$ cat config.mk
export PLATFORM = sky130hd
export DESIGN_NAME = hbr_baro_ctrl
export DESIGN_NICKNAME = d
export VERILOG_FILES = /design/src/hdl/hbr_pkg.sv /design/src/hdl/hbr_baro_ctrl.sv /design/src/hdl/hbr_sync2.sv /design/src/hdl/hbr_tick_div.sv
export SDC_FILE = /design/constraint.sdc
export NUM_CORES = 1
export LEC_CHECK = 0
export ABC_AREA = 0
export BUFFER_PORTS_ARGS = -buffer_cell sky130_fd_sc_hd__buf_2
export CAP_MARGIN = 20
export CORE_AREA = 5 5 111 113
export DETAILED_ROUTE_END_ITERATION = 7
export DIE_AREA = 0 0 116 118
export GPL_ROUTABILITY_DRIVEN = 0
export PLACE_DENSITY = 0.75
export SYNTH_ARGS = -nofsm -noshare
export SYNTH_HDL_FRONTEND = slang
export SYNTH_HIERARCHICAL = 1
export SYNTH_SLANG_ARGS = --single-unit
$ cat constraint.sdc
create_clock -name core_clk -period 2.2 [get_ports core_clk]
set_input_delay 0.33 -clock core_clk [delete_from_list [all_inputs] [get_ports core_clk]]
set_output_delay 0.33 -clock core_clk [all_outputs]
set_load 0.005 [all_outputs]
$ cat src/hdl/hbr_pkg.sv
package hbr_pkg;

    // Core timing
    localparam int unsigned CLK_HZ        = 20_000_000;
    localparam int unsigned SCL_HZ        = 100_000;
    localparam int unsigned QTR_CYC       = (CLK_HZ + 4 * SCL_HZ - 1) / (4 * SCL_HZ);
    localparam int unsigned MCLK_HZ       = 32_768;
    localparam int unsigned MCLK_HALF_CYC = CLK_HZ / (2 * MCLK_HZ);
    localparam int unsigned CONV_WAIT_MS  = 38;
    localparam int unsigned CONV_WAIT_CYC = CONV_WAIT_MS * (CLK_HZ / 1000);
    localparam int unsigned CLR_SETUP_CYC = 16;

    // Bus bytes
    localparam logic [7:0] ADDR_WR          = 8'hee;
    localparam logic [7:0] ADDR_RD          = 8'hef;
    localparam logic [7:0] CMD_PRES_A       = 8'hff;
    localparam logic [7:0] CMD_PRES_B       = 8'hf0;
    localparam logic [7:0] CMD_READ         = 8'hfd;
    localparam logic [7:0] TEMP_CMD_DEFAULT = 8'h00;
    localparam logic [7:0] RELEASE_BYTE     = 8'hff;

    localparam int unsigned RESULT_W = 16;

    // Sequence steps
    localparam logic [3:0] STEP_START1 = 4'h0;
    localparam logic [3:0] STEP_ADR_W1 = 4'h1;
    localparam logic [3:0] STEP_CMD_A  = 4'h2;
    localparam logic [3:0] STEP_CMD_B  = 4'h3;
    localparam logic [3:0] STEP_STOP1  = 4'h4;
    localparam logic [3:0] STEP_CONV   = 4'h5;
    localparam logic [3:0] STEP_START2 = 4'h6;
    localparam logic [3:0] STEP_ADR_W2 = 4'h7;
    localparam logic [3:0] STEP_CMD_RD = 4'h8;
    localparam logic [3:0] STEP_RSTART = 4'h9;
    localparam logic [3:0] STEP_ADR_RD = 4'ha;
    localparam logic [3:0] STEP_RD_MSB = 4'hb;
    localparam logic [3:0] STEP_RD_LSB = 4'hc;
    localparam logic [3:0] STEP_STOP2  = 4'hd;
    localparam logic [3:0] STEP_DONE   = 4'he;

    localparam logic [3:0] ACK_BIT = 4'h8;

    typedef enum logic [4:0] {
        ST_IDLE  = 5'b00001,
        ST_CLRUP = 5'b00010,
        ST_COND  = 5'b00100,
        ST_XFER  = 5'b01000,
        ST_WAIT  = 5'b10000
    } hbr_state_e;

endpackage

$ cat src/hdl/hbr_baro_ctrl.sv
`timescale 1ns/100ps
module hbr_baro_ctrl
    import hbr_pkg::*;
#(
    parameter int unsigned CONV_WAIT = CONV_WAIT_CYC,
    parameter logic [7:0]  TEMP_CMD  = TEMP_CMD_DEFAULT
) (
    // Clock and reset
    input  wire logic                core_clk,
    input  wire logic                rst_n,
    // User request
    input  wire logic                start_req,
    input  wire logic                meas_temp,
    // User answer
    output logic                     busy,
    output logic [RESULT_W-1:0]      result,
    output logic                     result_valid,
    output logic                     result_good,
    output logic                     nack_err,
    // Two-wire bus, open drain
    input  wire logic                scl_in,
    output logic                     scl_out,
    output logic                     scl_oe_n,
    input  wire logic                sda_in,
    output logic                     sda_out,
    output logic                     sda_oe_n,
    // Converter pins
    output logic                     mclk,
    output logic                     converter_clear_n
);

    localparam int unsigned WW = $clog2(CONV_WAIT + CLR_SETUP_CYC + 1);

    hbr_state_e          state_q;
    logic [3:0]          step_q;
    logic [1:0]          qtr_q;
    logic [3:0]          bit_q;
    logic [WW-1:0]       wait_q;
    logic [7:0]          shift_q;
    logic [RESULT_W-1:0] rx_q;
    logic                temp_q;
    logic                err_q;
    logic                seen_q;
    logic                busy_q;
    logic                clear_n_q;
    logic [RESULT_W-1:0] result_q;
    logic                result_valid_q;
    logic                result_good_q;
    logic                nack_err_q;
    logic                scl_oe_n_q;
    logic                sda_oe_n_q;
    logic                mclk_q;
    logic                pin_lo_q;

    logic                scl_s;
    logic                sda_s;
    logic                qtr_tick;
    logic                mclk_tick;

    // Bus pins pass two flops before any logic reads them
    hbr_sync2 #(.RST_VAL(1'b1)) u_sync_scl (
        .core_clk (core_clk),
        .rst_n    (rst_n),
        .async_in (scl_in),
        .sync_out (scl_s)
    );
    hbr_sync2 #(.RST_VAL(1'b1)) u_sync_sda (
        .core_clk (core_clk),
        .rst_n    (rst_n),
        .async_in (sda_in),
        .sync_out (sda_s)
    );
    hbr_tick_div #(.CYC(QTR_CYC)) u_qtr_div (
        .core_clk (core_clk),
        .rst_n    (rst_n),
        .tick     (qtr_tick)
    );
    hbr_tick_div #(.CYC(MCLK_HALF_CYC)) u_mclk_div (
        .core_clk (core_clk),
        .rst_n    (rst_n),
        .tick     (mclk_tick)
    );

    // Decode
    logic       accept_w;
    logic       act_w;
    logic       xfer_w;
    logic       qadv_w;
    logic       samp_w;
    logic       adv_w;
    logic       done_w;
    logic       rd_w;
    logic       stop_w;
    logic [3:0] nstep_w;
    logic       ncond_w;
    hbr_state_e nstate_w;
    logic [7:0] tx_next_w;
    logic       tx_bit_w;
    logic       scl_oe_n_d;
    logic       sda_oe_n_d;

    assign accept_w = (state_q == ST_IDLE) && start_req;
    assign xfer_w   = (state_q == ST_XFER);
    assign act_w    = (state_q == ST_COND) || xfer_w;
    // Released clock held low by the device stretches the high phase
    assign qadv_w   = act_w && qtr_tick && !(qtr_q == 2'd2 && !scl_s);
    assign samp_w   = xfer_w && qadv_w && (qtr_q == 2'd2);
    assign adv_w    = (act_w && qadv_w && (qtr_q == 2'd3) && (!xfer_w || bit_q == ACK_BIT))
                    || ((state_q == ST_WAIT) && (wait_q == '0));
    assign done_w   = adv_w && (step_q == STEP_STOP2);
    assign rd_w     = (step_q == STEP_RD_MSB) || (step_q == STEP_RD_LSB);
    assign stop_w   = (step_q == STEP_STOP1) || (step_q == STEP_STOP2);

    // A refused byte skips the rest and ends with STOP
    assign nstep_w  = (err_q && step_q < STEP_STOP2) ? STEP_STOP2 : step_q + 4'h1;
    assign ncond_w  = (nstep_w == STEP_START1) || (nstep_w == STEP_STOP1)
                    || (nstep_w == STEP_START2) || (nstep_w == STEP_RSTART)
                    || (nstep_w == STEP_STOP2);
    assign nstate_w = (nstep_w == STEP_DONE) ? ST_IDLE :
                      (nstep_w == STEP_CONV) ? ST_WAIT :
                      ncond_w ? ST_COND : ST_XFER;

    assign tx_next_w =
        (nstep_w == STEP_ADR_W1 || nstep_w == STEP_ADR_W2) ? ADDR_WR :
        (nstep_w == STEP_CMD_A)  ? CMD_PRES_A :
        (nstep_w == STEP_CMD_B)  ? (temp_q ? TEMP_CMD : CMD_PRES_B) :
        (nstep_w == STEP_CMD_RD) ? CMD_READ :
        (nstep_w == STEP_ADR_RD) ? ADDR_RD : RELEASE_BYTE;

    // Ack slot: released after writes, low after high byte, high after low byte
    assign tx_bit_w = rd_w ? ((bit_q == ACK_BIT) ? (step_q == STEP_RD_LSB) : 1'b1)
                           : ((bit_q == ACK_BIT) ? 1'b1 : shift_q[7]);

    assign scl_oe_n_d = !qadv_w        ? scl_oe_n_q :
                        (qtr_q == 2'd1) ? 1'b1 :
                        (qtr_q == 2'd3) ? (!xfer_w && stop_w) : scl_oe_n_q;
    assign sda_oe_n_d = !qadv_w ? sda_oe_n_q :
                        xfer_w  ? ((qtr_q == 2'd0) ? tx_bit_w : sda_oe_n_q) :
                        (qtr_q == 2'd0) ? !stop_w :
                        (qtr_q == 2'd2) ? stop_w : sda_oe_n_q;

    // Sequencer
    always_ff @(posedge core_clk or negedge rst_n) begin
        if (!rst_n) begin
            state_q <= ST_IDLE;
            step_q  <= STEP_START1;
            qtr_q   <= 2'h0;
            bit_q   <= 4'h0;
            wait_q  <= '0;
        end else begin
            case (state_q)
                ST_IDLE: begin
                    if (start_req) begin
                        state_q <= ST_CLRUP;
                        step_q  <= STEP_START1;
                        wait_q  <= WW'(CLR_SETUP_CYC - 1);
                    end
                end
                ST_CLRUP: begin
                    if (wait_q == '0) begin
                        state_q <= ST_COND;
                        qtr_q   <= 2'h0;
                    end else begin
                        wait_q <= wait_q - WW'(1);
                    end
                end
                ST_WAIT: begin
                    if (wait_q == '0) begin
                        state_q <= nstate_w;
                        step_q  <= nstep_w;
                        qtr_q   <= 2'h0;
                    end else begin
                        wait_q <= wait_q - WW'(1);
                    end
                end
                ST_COND, ST_XFER: begin
                    if (qadv_w) begin
                        qtr_q <= qtr_q + 2'h1;
                    end
                    if (adv_w) begin
                        state_q <= nstate_w;
                        step_q  <= nstep_w;
                        bit_q   <= 4'h0;
                        wait_q  <= WW'(CONV_WAIT - 1);
                    end else if (qadv_w && qtr_q == 2'd3) begin
                        bit_q <= bit_q + 4'h1;
                    end
                end
                default: state_q <= ST_IDLE;
            endcase
        end
    end

    // Shift data, MSB first both ways
    always_ff @(posedge core_clk or negedge rst_n) begin
        if (!rst_n) begin
            shift_q <= RELEASE_BYTE;
            rx_q    <= '0;
            temp_q  <= 1'b0;
            err_q   <= 1'b0;
        end else begin
            if (accept_w) begin
                temp_q <= meas_temp;
                err_q  <= 1'b0;
            end
            if (adv_w) begin
                shift_q <= tx_next_w;
            end else if (samp_w && !rd_w && bit_q != ACK_BIT) begin
                shift_q <= {shift_q[6:0], 1'b0};
            end
            if (samp_w && rd_w && bit_q != ACK_BIT) begin
                rx_q <= {rx_q[RESULT_W-2:0], sda_s};
            end
            if (samp_w && !rd_w && bit_q == ACK_BIT && sda_s) begin
                err_q <= 1'b1;
            end
        end
    end

    // Bus pins and converter pins
    always_ff @(posedge core_clk or negedge rst_n) begin
        if (!rst_n) begin
            scl_oe_n_q <= 1'b1;
            sda_oe_n_q <= 1'b1;
            mclk_q     <= 1'b0;
            pin_lo_q   <= 1'b0;
            clear_n_q  <= 1'b0;
        end else begin
            scl_oe_n_q <= scl_oe_n_d;
            sda_oe_n_q <= sda_oe_n_d;
            pin_lo_q   <= 1'b0;
            if (mclk_tick) begin
                mclk_q <= !mclk_q;
            end
            if (accept_w) begin
                clear_n_q <= 1'b1;
            end else if (done_w) begin
                clear_n_q <= 1'b0;
            end
        end
    end

    // User answer; first good reading is flagged for discard
    always_ff @(posedge core_clk or negedge rst_n) begin
        if (!rst_n) begin
            busy_q         <= 1'b0;
            result_q       <= '0;
            result_valid_q <= 1'b0;
            result_good_q  <= 1'b0;
            nack_err_q     <= 1'b0;
            seen_q         <= 1'b0;
        end else begin
            result_valid_q <= 1'b0;
            if (accept_w) begin
                busy_q     <= 1'b1;
                nack_err_q <= 1'b0;
            end else if (done_w) begin
                busy_q     <= 1'b0;
                nack_err_q <= err_q;
                if (!err_q) begin
                    result_q       <= rx_q;
                    result_valid_q <= 1'b1;
                    result_good_q  <= seen_q;
                    seen_q         <= 1'b1;
                end
            end
        end
    end

    assign busy              = busy_q;
    assign result            = result_q;
    assign result_valid      = result_valid_q;
    assign result_good       = result_good_q;
    assign nack_err          = nack_err_q;
    assign scl_out           = pin_lo_q;
    assign scl_oe_n          = scl_oe_n_q;
    assign sda_out           = pin_lo_q;
    assign sda_oe_n          = sda_oe_n_q;
    assign mclk              = mclk_q;
    assign converter_clear_n = clear_n_q;

    // Checks
    logic       data_slot_w;
    logic [2:0] bit_idx_w;

    assign data_slot_w = xfer_w && (qtr_q == 2'd2) && (bit_q < ACK_BIT);
    assign bit_idx_w   = 3'(4'h7 - bit_q);
endmodule

$ cat src/hdl/hbr_sync2.sv
`timescale 1ns/100ps
module hbr_sync2 #(
    parameter logic RST_VAL = 1'b1
) (
    // Clock and reset
    input  wire logic core_clk,
    input  wire logic rst_n,
    // Data
    input  wire logic async_in,
    output logic      sync_out
);

    logic meta_q;
    logic sync_q;

    always_ff @(posedge core_clk or negedge rst_n) begin
        if (!rst_n) begin
            meta_q <= RST_VAL;
            sync_q <= RST_VAL;
        end else begin
            meta_q <= async_in;
            sync_q <= meta_q;
        end
    end

    assign sync_out = sync_q;

endmodule

$ cat src/hdl/hbr_tick_div.sv
`timescale 1ns/100ps
module hbr_tick_div #(
    parameter int unsigned CYC = 2
) (
    // Clock and reset
    input  wire logic core_clk,
    input  wire logic rst_n,
    // One-cycle pulse every CYC cycles
    output logic      tick
);

    localparam int unsigned W = (CYC > 1) ? $clog2(CYC) : 1;

    logic [W-1:0] cnt_q;
    logic         tick_q;
    logic         wrap_w;

    assign wrap_w = (cnt_q == W'(CYC - 1));

    always_ff @(posedge core_clk or negedge rst_n) begin
        if (!rst_n) begin
            cnt_q  <= '0;
            tick_q <= 1'b0;
        end else begin
            cnt_q  <= wrap_w ? '0 : cnt_q + W'(1);
            tick_q <= wrap_w;
        end
    end

    assign tick = tick_q;

endmodule

==> key figures, run 1 <==
Setup path
  – Startpoint Class: flip-flop
  – CP required: 2440 ps
  – CP endpoint kind: flip-flop
  – Worst path arrival time: 2440 ps
  – Critical path class: reg2reg
  – CP max FO: 4

Placement
  – Place WS: -100.0 ps
  – Detailed placement HPWL: 8.239 mm
  – # port buffers: 29
  – Placed Area: 6085 um2

Power and ir drop
  – Psw: 2.261 mW
  – Maximum VDD drop: 0.6120 mV
  – Leak: 3.059 nW
  – P_int: 4.140 mW
  – Sequential Power Share: 0.358
  – Gate power share: 0.376
  – Pwr/cell area: 964.6 nW/um2
  – Share of total power in the clock network: 0.266
  – Sw Ratio: 0.3533

Yosys
  – Synthesized area per cell: 10.71 um2
  – Synth top area share: 0.4178
  – Ys Warns: 6
  – Area contributors post-synth: dfrtp_1 42%, mux2_2 8.3%, dfstp_2 7.2%, ha_1 3.4%, nor2_1 3.0%
  – Synthesized instance count: 509
  – Post-synth EDFFs: 0
  – Seq cells post-synth: 106
  – Post-synthesis cell type count: 68
  – Seq/Total Area, Yosys: 0.4901
  – Ys flop type: dfrtp_1
  – Post-synth ARST share: 1.000
  – Synth Cell Area: 5450 um2
  – Post-synth top area cell: dfrtp_1

Clock tree
  – Sink Count: 106
  – TritonCTS clock tree: done
  – Reg clk slew, reported paths: 70 ps
  – CTS Root Cell: clkbuf_16
  – CTS max path bufs: 2
  – Latest clock arrival within the worst-skew pair: 360 ps
  – Total CTS buffers: 9
  – H-tree levels: 3

Die
  – Die H: 118 um
  – Die width: 116 um
  – DIE AREA: 13690 um2
  – Row count: 39
  – Initial Util: 0.4856
  – # IOs: 32
  – Core Box Area: 11220 um2

Route
  – Initial drt markers: 365
  – Uppermost routed layer: met4
  – Wl on met1: 5.061 mm
  – # DRC: 0
  – Vias: 4134
  – WL/cell: 15.93 um
  – Antenna Violating Nets Remaining: 0
  – Via density: 5.632
  – Detailed-route wire length: 11.70 mm
  – DR WL met2: 5.922 mm
  – Routed wl met3: 505 um
  – TritonRoute pass-1 iters: 4

STA
  – Final setup fails: 2
  – Headroom to the max-slew limit: 0.6130
  – Fmax: 0.4541 GHz
  – Final Worst Setup Slack: -2.111 ps
  – Setup Skew: 5.917 ps
  – Slew @ Worst Pin: 580.5 ps
  – Fin. Hold Viols: 0
  – RSZ-0062 raised after global routing: true
  – Final Max Tran Viols: 0
  – Sum Neg Setup Slack: -2.721 ps
  – Period utilisation layout: 1.001
  – Final Critical Period: 2202 ps

Outcome
  – Outcome: complete, but fails checks
  – Failing checks: negative setup slack

Final layout
  – Cell area after layout: 6636 um2
  – Area growth from synthesis to layout: 21.76%
  – # nets final: 607
  – Layout cells sized above 1: 0.3469
  – N_diodes: 0
  – # fillers: 882

Flow run
  – Max cap viols: 0

GRT
  – GRT Residual Overflow: 0
  – Largest net degree at the start of global routing: 45
  – Global-route usage over all layers: 0.1815
  – Vias in the first global route: 4303
  – First-pass GRT wire length: 20.19 mm
  – Initial antenna violation count: 0

Worst hold path
  – Hold/Removal Path Class: in2reg
per-stage QoR:
step / util / hold slack [ps] / power, mW / instances
after floorplan: - / 34.41 / 3.526 / 510
after global placement: 0.5421 / 350.2 / 4.265 / 710
after detailed placement: 0.5421 / 353.6 / 4.332 / 710
after CTS: 0.5778 / 48.05 / 6.166 / 730
after global routing: 0.5913 / 56.00 / 6.761 / 734
final: 0.5913 / 67.72 / 6.401 / 734
layer usage:
layer	global-route usage	up-vias
met3	0.05141	19
met1	0.2311	2043
met2	0.2939	92
met5	0	-
met4	0.06309	0
li1	-	1980
power by group through the flow:
stage               logic (mW)  clock network, mW  registers (mW)
floorplan                 1.29                  0            2.24
global placement          1.98                  0            2.28
detailed placement        2.04                  0            2.29
CTS                       2.15               1.76            2.26
global route              2.62               1.83            2.31
finish                    2.41               1.70            2.29
worst paths after layout:
check                                  start                   to  slack (ps)  depth (start not counted)
min in group asynchronous              rst_n              rx_q[0]         520                          2
max in group asynchronous              rst_n  u_mclk_div/cnt_q[7]        1020                          3
setup reg to reg                  wait_q[11]            step_q[1]          -2                          6
setup / recovery                  wait_q[11]            step_q[1]          -2                          6
hold reg to reg            u_sync_sda/meta_q  u_sync_sda/sync_out         370                          0
hold / removal                        sda_in    u_sync_sda/meta_q          70                          1
placed cells by master (no fill, tap or decap), types with 14 or more instances in the layout:
master and instances:
dfrtp_1 86, buf_4 57, nor2_1 42, mux2_2 36, nand2_1 30, buf_2 28
a21oi_1 24, inv_1 20, o21ai_0 17, dfstp_2 15, nand3_1 14
timing repair:
action,CTS,global route
setup buffers,3,4
endpoints found under the hold margin,26,0
hold buffers,1,0
gates resized for setup,12,33
setup endpoints to repair,23,58
pin swaps,4,12
cell families (layout without fill, tap and decap cells):
| kind of cell | after synthesis | in the layout | synth area share |
|---|---|---|---|
| flip-flops | 106 | 106 | 0.4901 |
| multiplexers | 50 | 50 | 0.1012 |
| AO/OA/AOI/OAI | 107 | 107 | 0.1265 |
| buffers and inverters | 48 | 129 | 0.04362 |
| AND/OR/NAND/NOR | 166 | 166 | 0.1777 |
| other | 1 | 2 | 0.0006880 |
| XOR/XNOR | 16 | 16 | 0.02571 |
| adder cells (fa/ha/maj) | 15 | 15 | 0.03444 |
state kept, by name, summed over array words and instances (netlist names), 5 cells and up:
signal / flops
result: 16
rx_q: 16
shift_q: 8
state_q: 5
u_mclk_div/cnt_q: 9
u_qtr_div/cnt_q: 6
wait_q: 20
critical path, cell delays in order (launching register included):
cell      delay (ps)
dfrtp_1          430
nor4_4           380
nand4b_1         210
o31a_1           340
nor4_4           250
buf_4            180
mux2_4           300
cell type report:
cell class	count	area, um2	share of cell area
Tap cell	143	178.9	0.02696
Timing Repair Buffer	92	689.4	0.1039
Multi-Input combinational cell	356	2694	0.4059
Sequential cell	106	2678	0.4035
Inverter	21	78.83	0.01188
Clock buffer	10	239.0	0.03601
Clock inverter	6	78.83	0.01188
Yosys cell counts, drive strengths merged (4+ instances only):
cell type  number
mux2i           9
inv            21
nand2b          8
buf            18
and3            4
a21oi          26
or3             5
dfrtp          91
nor4            8
o31ai          19
dfstp          15
xor2           10
and2            7
o22ai           6
nand4           6
nand3          15
a31oi           8
mux2           41
nand2          31
o21ai          25
ha             15
clkbuf          9
nor2           44
nor3           17
o211ai          4
xnor2           6
Note: power is estimated with default switching activity, not from simulation.
==> run 2: changes to the inputs <==
- MAX_ROUTING_LAYER: not set -> met4
- REMOVE_ABC_BUFFERS: not set -> 1
==> key figures, run 2 (synthesized netlist as in run 1, its figures left out) <==
Outcome
  – Outcome: complete, but fails checks
  – Failing checks: negative setup slack

STA
  – Period utilisation layout: 1.073 (+0.07166)
  – Fmax: 0.4238 GHz (-6.7%)
  – Headroom to the max-slew limit: 0.6554 (+0.04239)
  – Final Max Tran Viols: 0 (unchanged)
  – Hold_ws: 75.72 ps (+7.995 ps)
  – Slew @ Worst Pin: 516.9 ps (-63.59 ps)
  – Final Critical Period: 2360 ps (+157.6 ps)
  – Fin. Hold Viols: 0 (unchanged)
  – RSZ-0062 raised after global routing: true
  – Setup Skew: 8.816 ps (+2.899 ps)
  – Final Worst Setup Slack: -159.8 ps (-157.6 ps)
  – Final setup fails: 11 (+9)

Route
  – Detailed-route wire length: 12.39 mm (+5.9%)
  – # DRC: 0 (unchanged)
  – TritonRoute pass-1 iters: 4 (unchanged)
  – Via density: 5.718 (+1.5%)
  – Initial drt markers: 272 (-25%)
  – Antenna Violating Nets Remaining: 0 (unchanged)
  – Vias: 4237 (+2.5%)
  – WL/cell: 16.72 um (+4.9%)

Clock tree
  – Latest clock arrival within the worst-skew pair: 350 ps (about the same)
  – H-tree levels: 3 (unchanged)
  – CTS Root Cell: clkbuf_16
  – Reg clk slew, reported paths: 70 ps (about the same)
  – TritonCTS clock tree: done
  – CTS max path bufs: 2 (unchanged)
  – Sink Count: 106 (unchanged)
  – Total CTS buffers: 9 (unchanged)

Worst hold path
  – Hold/Removal Path Class: in2reg

Final layout
  – Max FFs per register: 20 (unchanged)
  – Area growth from synthesis to layout: 23.44%
  – # nets final: 614 (+1.2%)
  – Most frequent cells in the layout: 89 x dfrtp_1, 60 x buf_4, 40 x nor2_1
  – Cell area after layout: 6728 um2 (+1.4%)
  – Biggest register: wait_q
  – Layout cells sized above 1: 0.3545 (+0.007645)
  – # fillers: 855 (-3.1%)
  – Commonest non-fill, non-tap cell in the layout: dfrtp_1
  – N_diodes: 0 (unchanged)
  – Final core utilization: 0.5994 (+0.008139)

Power and ir drop
  – Pwr/cell area: 976.9 nW/um2 (+1.3%)
  – Maximum VDD drop: 0.4488 mV (-27%)
  – Leak: 3.148 nW (+2.9%)

GRT
  – Initial antenna violation count: 0 (unchanged)
  – Largest net degree at the start of global routing: 39 (-13%)
  – Vias in the first global route: 4177 (-2.9%)
  – First-pass GRT wire length: 19.82 mm (-1.8%)
  – GRT Residual Overflow: 0 (unchanged)
  – Global-route usage over all layers: 0.1835 (+0.001943)

Die
  – # IOs: 32 (unchanged)
  – Core Box Area: 11220 um2 (unchanged)
  – Die H: 118 um (unchanged)
  – DIE AREA: 13690 um2 (unchanged)
  – Initial Util: 0.4856 (unchanged)
  – Row count: 39 (unchanged)
  – Die width: 116 um (unchanged)

Flow run
  – Max cap viols: 0 (unchanged)

Setup path
  – CP required: 2400 ps (-40 ps)
  – Worst path arrival time: 2560 ps (+120 ps)
  – Cell mode on critical path: buf_4
  – CP max stage delay: 440 ps (about the same)
  – CP endpoint kind: flip-flop
  – CP max FO: 18 (+14)
  – Startpoint Class: flip-flop
  – CP max stage cell: dfrtp_1
  – Critical path class: reg2reg
  – Crit path cell chain: nor4_4 -> buf_4 -> and4_4 -> nand4_4 -> and3_4 -> buf_4 -> o31ai_1 -> o21ai_0

Placement
  – Placed Area: 6042 um2 (-0.70%)
  – Detailed placement HPWL: 8.112 mm (-1.5%)
  – Place WS: -117.9 ps (-17.91 ps)
  – # port buffers: 29 (unchanged)
run 2: power breakdown:
part,switching (mW),internal [mW]
clock network,0.770,0.795
registers,0.199,2.10
logic,1.41,1.30
run 2: repair_timing:
item                                    4_1_cts  5_1_grt
resized for setup                             9       41
gates cloned                                  2        2
setup buffers                                 8        6
pin swaps                                     8        9
endpoints found under the hold margin        29        0
endpoints found under the setup margin       22       68
hold buffers                                  1        0
run 2: layout make-up:
type	count	area (um2)	share of cell area
Sequential cell	106	2674	0.3974
Multi-Input combinational cell	358	2758	0.4099
Clock inverter	6	61.31	0.009113
Inverter	21	78.83	0.01172
Clock buffer	10	229.0	0.03403
Tap cell	143	178.9	0.02659
Timing Repair Buffer	97	748.2	0.1112
run 2: worst max-delay path: cells and delay by family (launching register included):
family | cells | cell delay (ps)
simple gates | 4 | 830
compound gates | 2 | 570
flops | 1 | 440
buf+inv | 2 | 360
run 2: final timing paths:
| kind | slack, ps | startpoint | endpoint | depth (start not counted) |
|---|---|---|---|---|
| max reg2reg | -160 | wait_q[12] | wait_q[16] | 8 |
| min in group asynchronous | 500 | rst_n | wait_q[8] | 2 |
| min reg2reg | 360 | u_sync_sda/meta_q | u_sync_sda/sync_out | 0 |
| max in group asynchronous | 1000 | rst_n | shift_q[2] | 3 |
| min | 80 | scl_in | u_sync_scl/meta_q | 1 |
| max | -160 | wait_q[12] | wait_q[16] | 8 |
run 2: per-stage QoR:
step	total power, mW	setup TNS [ps]	std cells
6_report	6.573	-442.5	741
5_1_grt	6.878	-2378	741
4_1_cts	5.953	-182.3	733
3_5_place_dp	4.205	-1118	706
3_3_place_gp	4.153	-147.3	706
2_1_floorplan	3.413	-3429	483
run 2: routing by layer:
layer / vias up / part of all wire / global-route usage
li1: 2003 / - / -
met1: 2105 / 0.44 / 0.2350
met2: 99 / 0.50 / 0.2921
met3: 30 / 0.034 / 0.02725
met4: 0 / 0.024 / 0.07179
met5: - / 0 / -
==> run 3: changes to the inputs <==
- TNS_END_PERCENT: not set -> 5
==> key figures, run 3 (synthesized netlist as in run 1, its figures left out) <==
Die
  – Core Box Area: 11220 um2 (unchanged)
  – Die width: 116 um (unchanged)
  – Initial Util: 0.4856 (unchanged)
  – Row count: 39 (unchanged)
  – # IOs: 32 (unchanged)
  – Die H: 118 um (unchanged)
  – DIE AREA: 13690 um2 (unchanged)

Route
  – Wl on met1: 5.354 mm (-2.2%)
  – Vias: 4164 (-1.7%)
  – DR WL met2: 5.969 mm (-3.5%)
  – Initial drt markers: 263 (-3.3%)
  – Uppermost routed layer: met4
  – # DRC: 0 (unchanged)
  – Detailed-route wire length: 11.88 mm (-4.1%)
  – TritonRoute pass-1 iters: 4 (unchanged)
  – Via density: 5.642 (-1.3%)
  – Antenna Violating Nets Remaining: 0 (unchanged)
  – WL/cell: 16.09 um (-3.7%)
  – Routed wl met3: 294 um (-31%)

STA
  – Final setup fails: 15 (+4)
  – Headroom to the max-slew limit: 0.6191 (-0.03629)
  – Final Max Tran Viols: 0 (unchanged)
  – Slew @ Worst Pin: 569.2 ps (+52.33 ps)
  – RSZ-0062 raised after global routing: true
  – Final Critical Period: 2264 ps (-95.77 ps)
  – Period utilisation layout: 1.029 (-0.04353)
  – Fmax: 0.4417 GHz (+4.2%)
  – Final Worst Setup Slack: -63.99 ps (+95.77 ps)
  – Fin. Hold Viols: 0 (unchanged)
  – Setup Skew: 10.90 ps (+2.086 ps)

Placement
  – Place WS: -117.9 ps (unchanged)
  – Dpl cells: 706 (unchanged)
  – Detailed placement HPWL: 8.112 mm (unchanged)
  – Placed Area: 6042 um2 (unchanged)
  – # port buffers: 29 (unchanged)

Power and ir drop
  – Psw: 2.190 mW (-8.1%)
  – Maximum VDD drop: 0.5205 mV (+16%)
  – Sequential Power Share: 0.373 (+0.024)
  – Pwr/cell area: 929.5 nW/um2 (-4.9%)
  – Leak: 3.088 nW (-1.9%)
  – P_int: 3.925 mW (-6.3%)
  – Share of total power in the clock network: 0.255 (+0.017)
  – Gate power share: 0.372 (-0.040)
  – Sw Ratio: 0.3581 (-0.004297)

Final layout
  – # fillers: 882 (+3.2%)
  – Biggest register: wait_q
  – Max FFs per register: 20 (unchanged)
  – Most frequent cells in the layout: 89 x dfrtp_1, 60 x buf_4, 43 x nor2_1
  – Cell area after layout: 6579 um2 (-2.2%)
  – N_diodes: 0 (unchanged)
  – Commonest non-fill, non-tap cell in the layout: dfrtp_1
  – Fin cells: 738 (-0.40%)
  – # nets final: 611 (-0.49%)
  – Area growth from synthesis to layout: 20.71%
  – Layout cells sized above 1: 0.3361 (-0.01838)

GRT
  – Initial antenna violation count: 0 (unchanged)
  – GRT Residual Overflow: 0 (unchanged)
  – First-pass GRT wire length: 19.82 mm (unchanged)
  – Vias in the first global route: 4177 (unchanged)
  – Largest net degree at the start of global routing: 39 (unchanged)
  – Global-route usage over all layers: 0.1835 (unchanged)

Clock tree
  – Reg clk slew, reported paths: 70 ps (about the same)
  – Latest clock arrival within the worst-skew pair: 350 ps (about the same)
  – TritonCTS clock tree: done
  – H-tree levels: 3 (unchanged)
  – Total CTS buffers: 9 (unchanged)
  – CTS max path bufs: 2 (unchanged)
  – CTS Root Cell: clkbuf_16
  – Sink Count: 106 (unchanged)

Outcome
  – Outcome: complete, but fails checks
  – Failing checks: negative setup slack

Setup path
  – CP max stage cell: dfrtp_2
  – Crit path cell chain: nor4_4 -> buf_4 -> nand4b_1 -> o31a_1 -> nor4_4 -> buf_4 -> mux2_4
  – Worst path arrival time: 2490 ps (-70 ps)
  – Startpoint Class: flip-flop
  – CP endpoint kind: flip-flop
  – Critical path class: reg2reg
  – CP max FO: 4 (-14)
  – Buf/Inv on CP: 2 (unchanged)
  – CP max stage delay: 440 ps (about the same)
  – CP required: 2430 ps (+30 ps)
  – Crit path max-delay family: simple AND/OR/NAND/NOR gates

Flow run
  – Max cap viols: 0 (unchanged)

Worst hold path
  – Hold/Removal Path Class: in2reg
## run 3: power by group through the flow
stage	Combinational [mW]	Clock, mW	Sequential (mW)
after CTS	2.08	1.59	2.27
after floorplan	1.12	0	2.29
after global routing	2.48	1.66	2.30
after detailed placement	1.90	0	2.30
final	2.28	1.56	2.28
after global placement	1.86	0	2.29
## run 3: metrics by stage
stage | hold slack, ps | util | power (mW) | setup TNS, ps
6_report | 74.92 | 0.5862 | 6.115 | -521.4
2_1_floorplan | 34.41 | - | 3.413 | -3429
4_1_cts | 66.73 | 0.5758 | 5.937 | -423.8
5_1_grt | 65.17 | 0.5862 | 6.436 | -4067
3_3_place_gp | 330.9 | 0.5384 | 4.153 | -147.3
3_5_place_dp | 336.0 | 0.5384 | 4.205 | -1118
## run 3: worst register-to-register path: cells and delay by family (launching register included)
family / cells / cell delay (ps)
DFF: 1 / 440
muxes: 1 / 300
buffers and inverters: 2 / 350
AOI/OAI and AO/OA: 1 / 330
and+or+nand+nor: 3 / 730
## run 3: what timing repair did
item                                    CTS  global route
cloned                                    2             0
endpoints found under the setup margin   22            68
pin swaps                                 8             6
hold buffers                              1             0
endpoints found under the hold margin    29             0
gates resized for setup                   7            28
setup buffers                             8             5
## run 3: routing by layer
metal | track usage | vias up
met3 | 0.02725 | 21
met4 | 0.07179 | 0
li1 | - | 1995
met1 | 0.2350 | 2087
met2 | 0.2921 | 61
met5 | - | -
## run 3: path summary, 6_finish.rpt
| path | startpoint | end | slack, ps | cells after the start |
|---|---|---|---|---|
| max in group asynchronous | rst_n | shift_q[6] | 990 | 3 |
| worst min register to register | u_sync_sda/meta_q | u_sync_sda/sync_out | 360 | 0 |
| worst max-delay path | wait_q[4] | step_q[2] | -60 | 7 |
| worst max register to register | wait_q[4] | step_q[2] | -60 | 7 |
| min in group asynchronous | rst_n | wait_q[8] | 490 | 2 |
| worst min-delay path | scl_in | u_sync_scl/meta_q | 70 | 1 |
## run 3: layout make-up
class / instances / area (um2) / share of cell area
timing repair buffer: 94 / 691.9 / 0.1052
multi-input combinational: 358 / 2665 / 0.4051
clock buffer: 10 / 229.0 / 0.03480
tap: 143 / 178.9 / 0.02720
inverter: 21 / 78.83 / 0.01198
sequential: 106 / 2674 / 0.4064
clock inverter: 6 / 61.31 / 0.009319
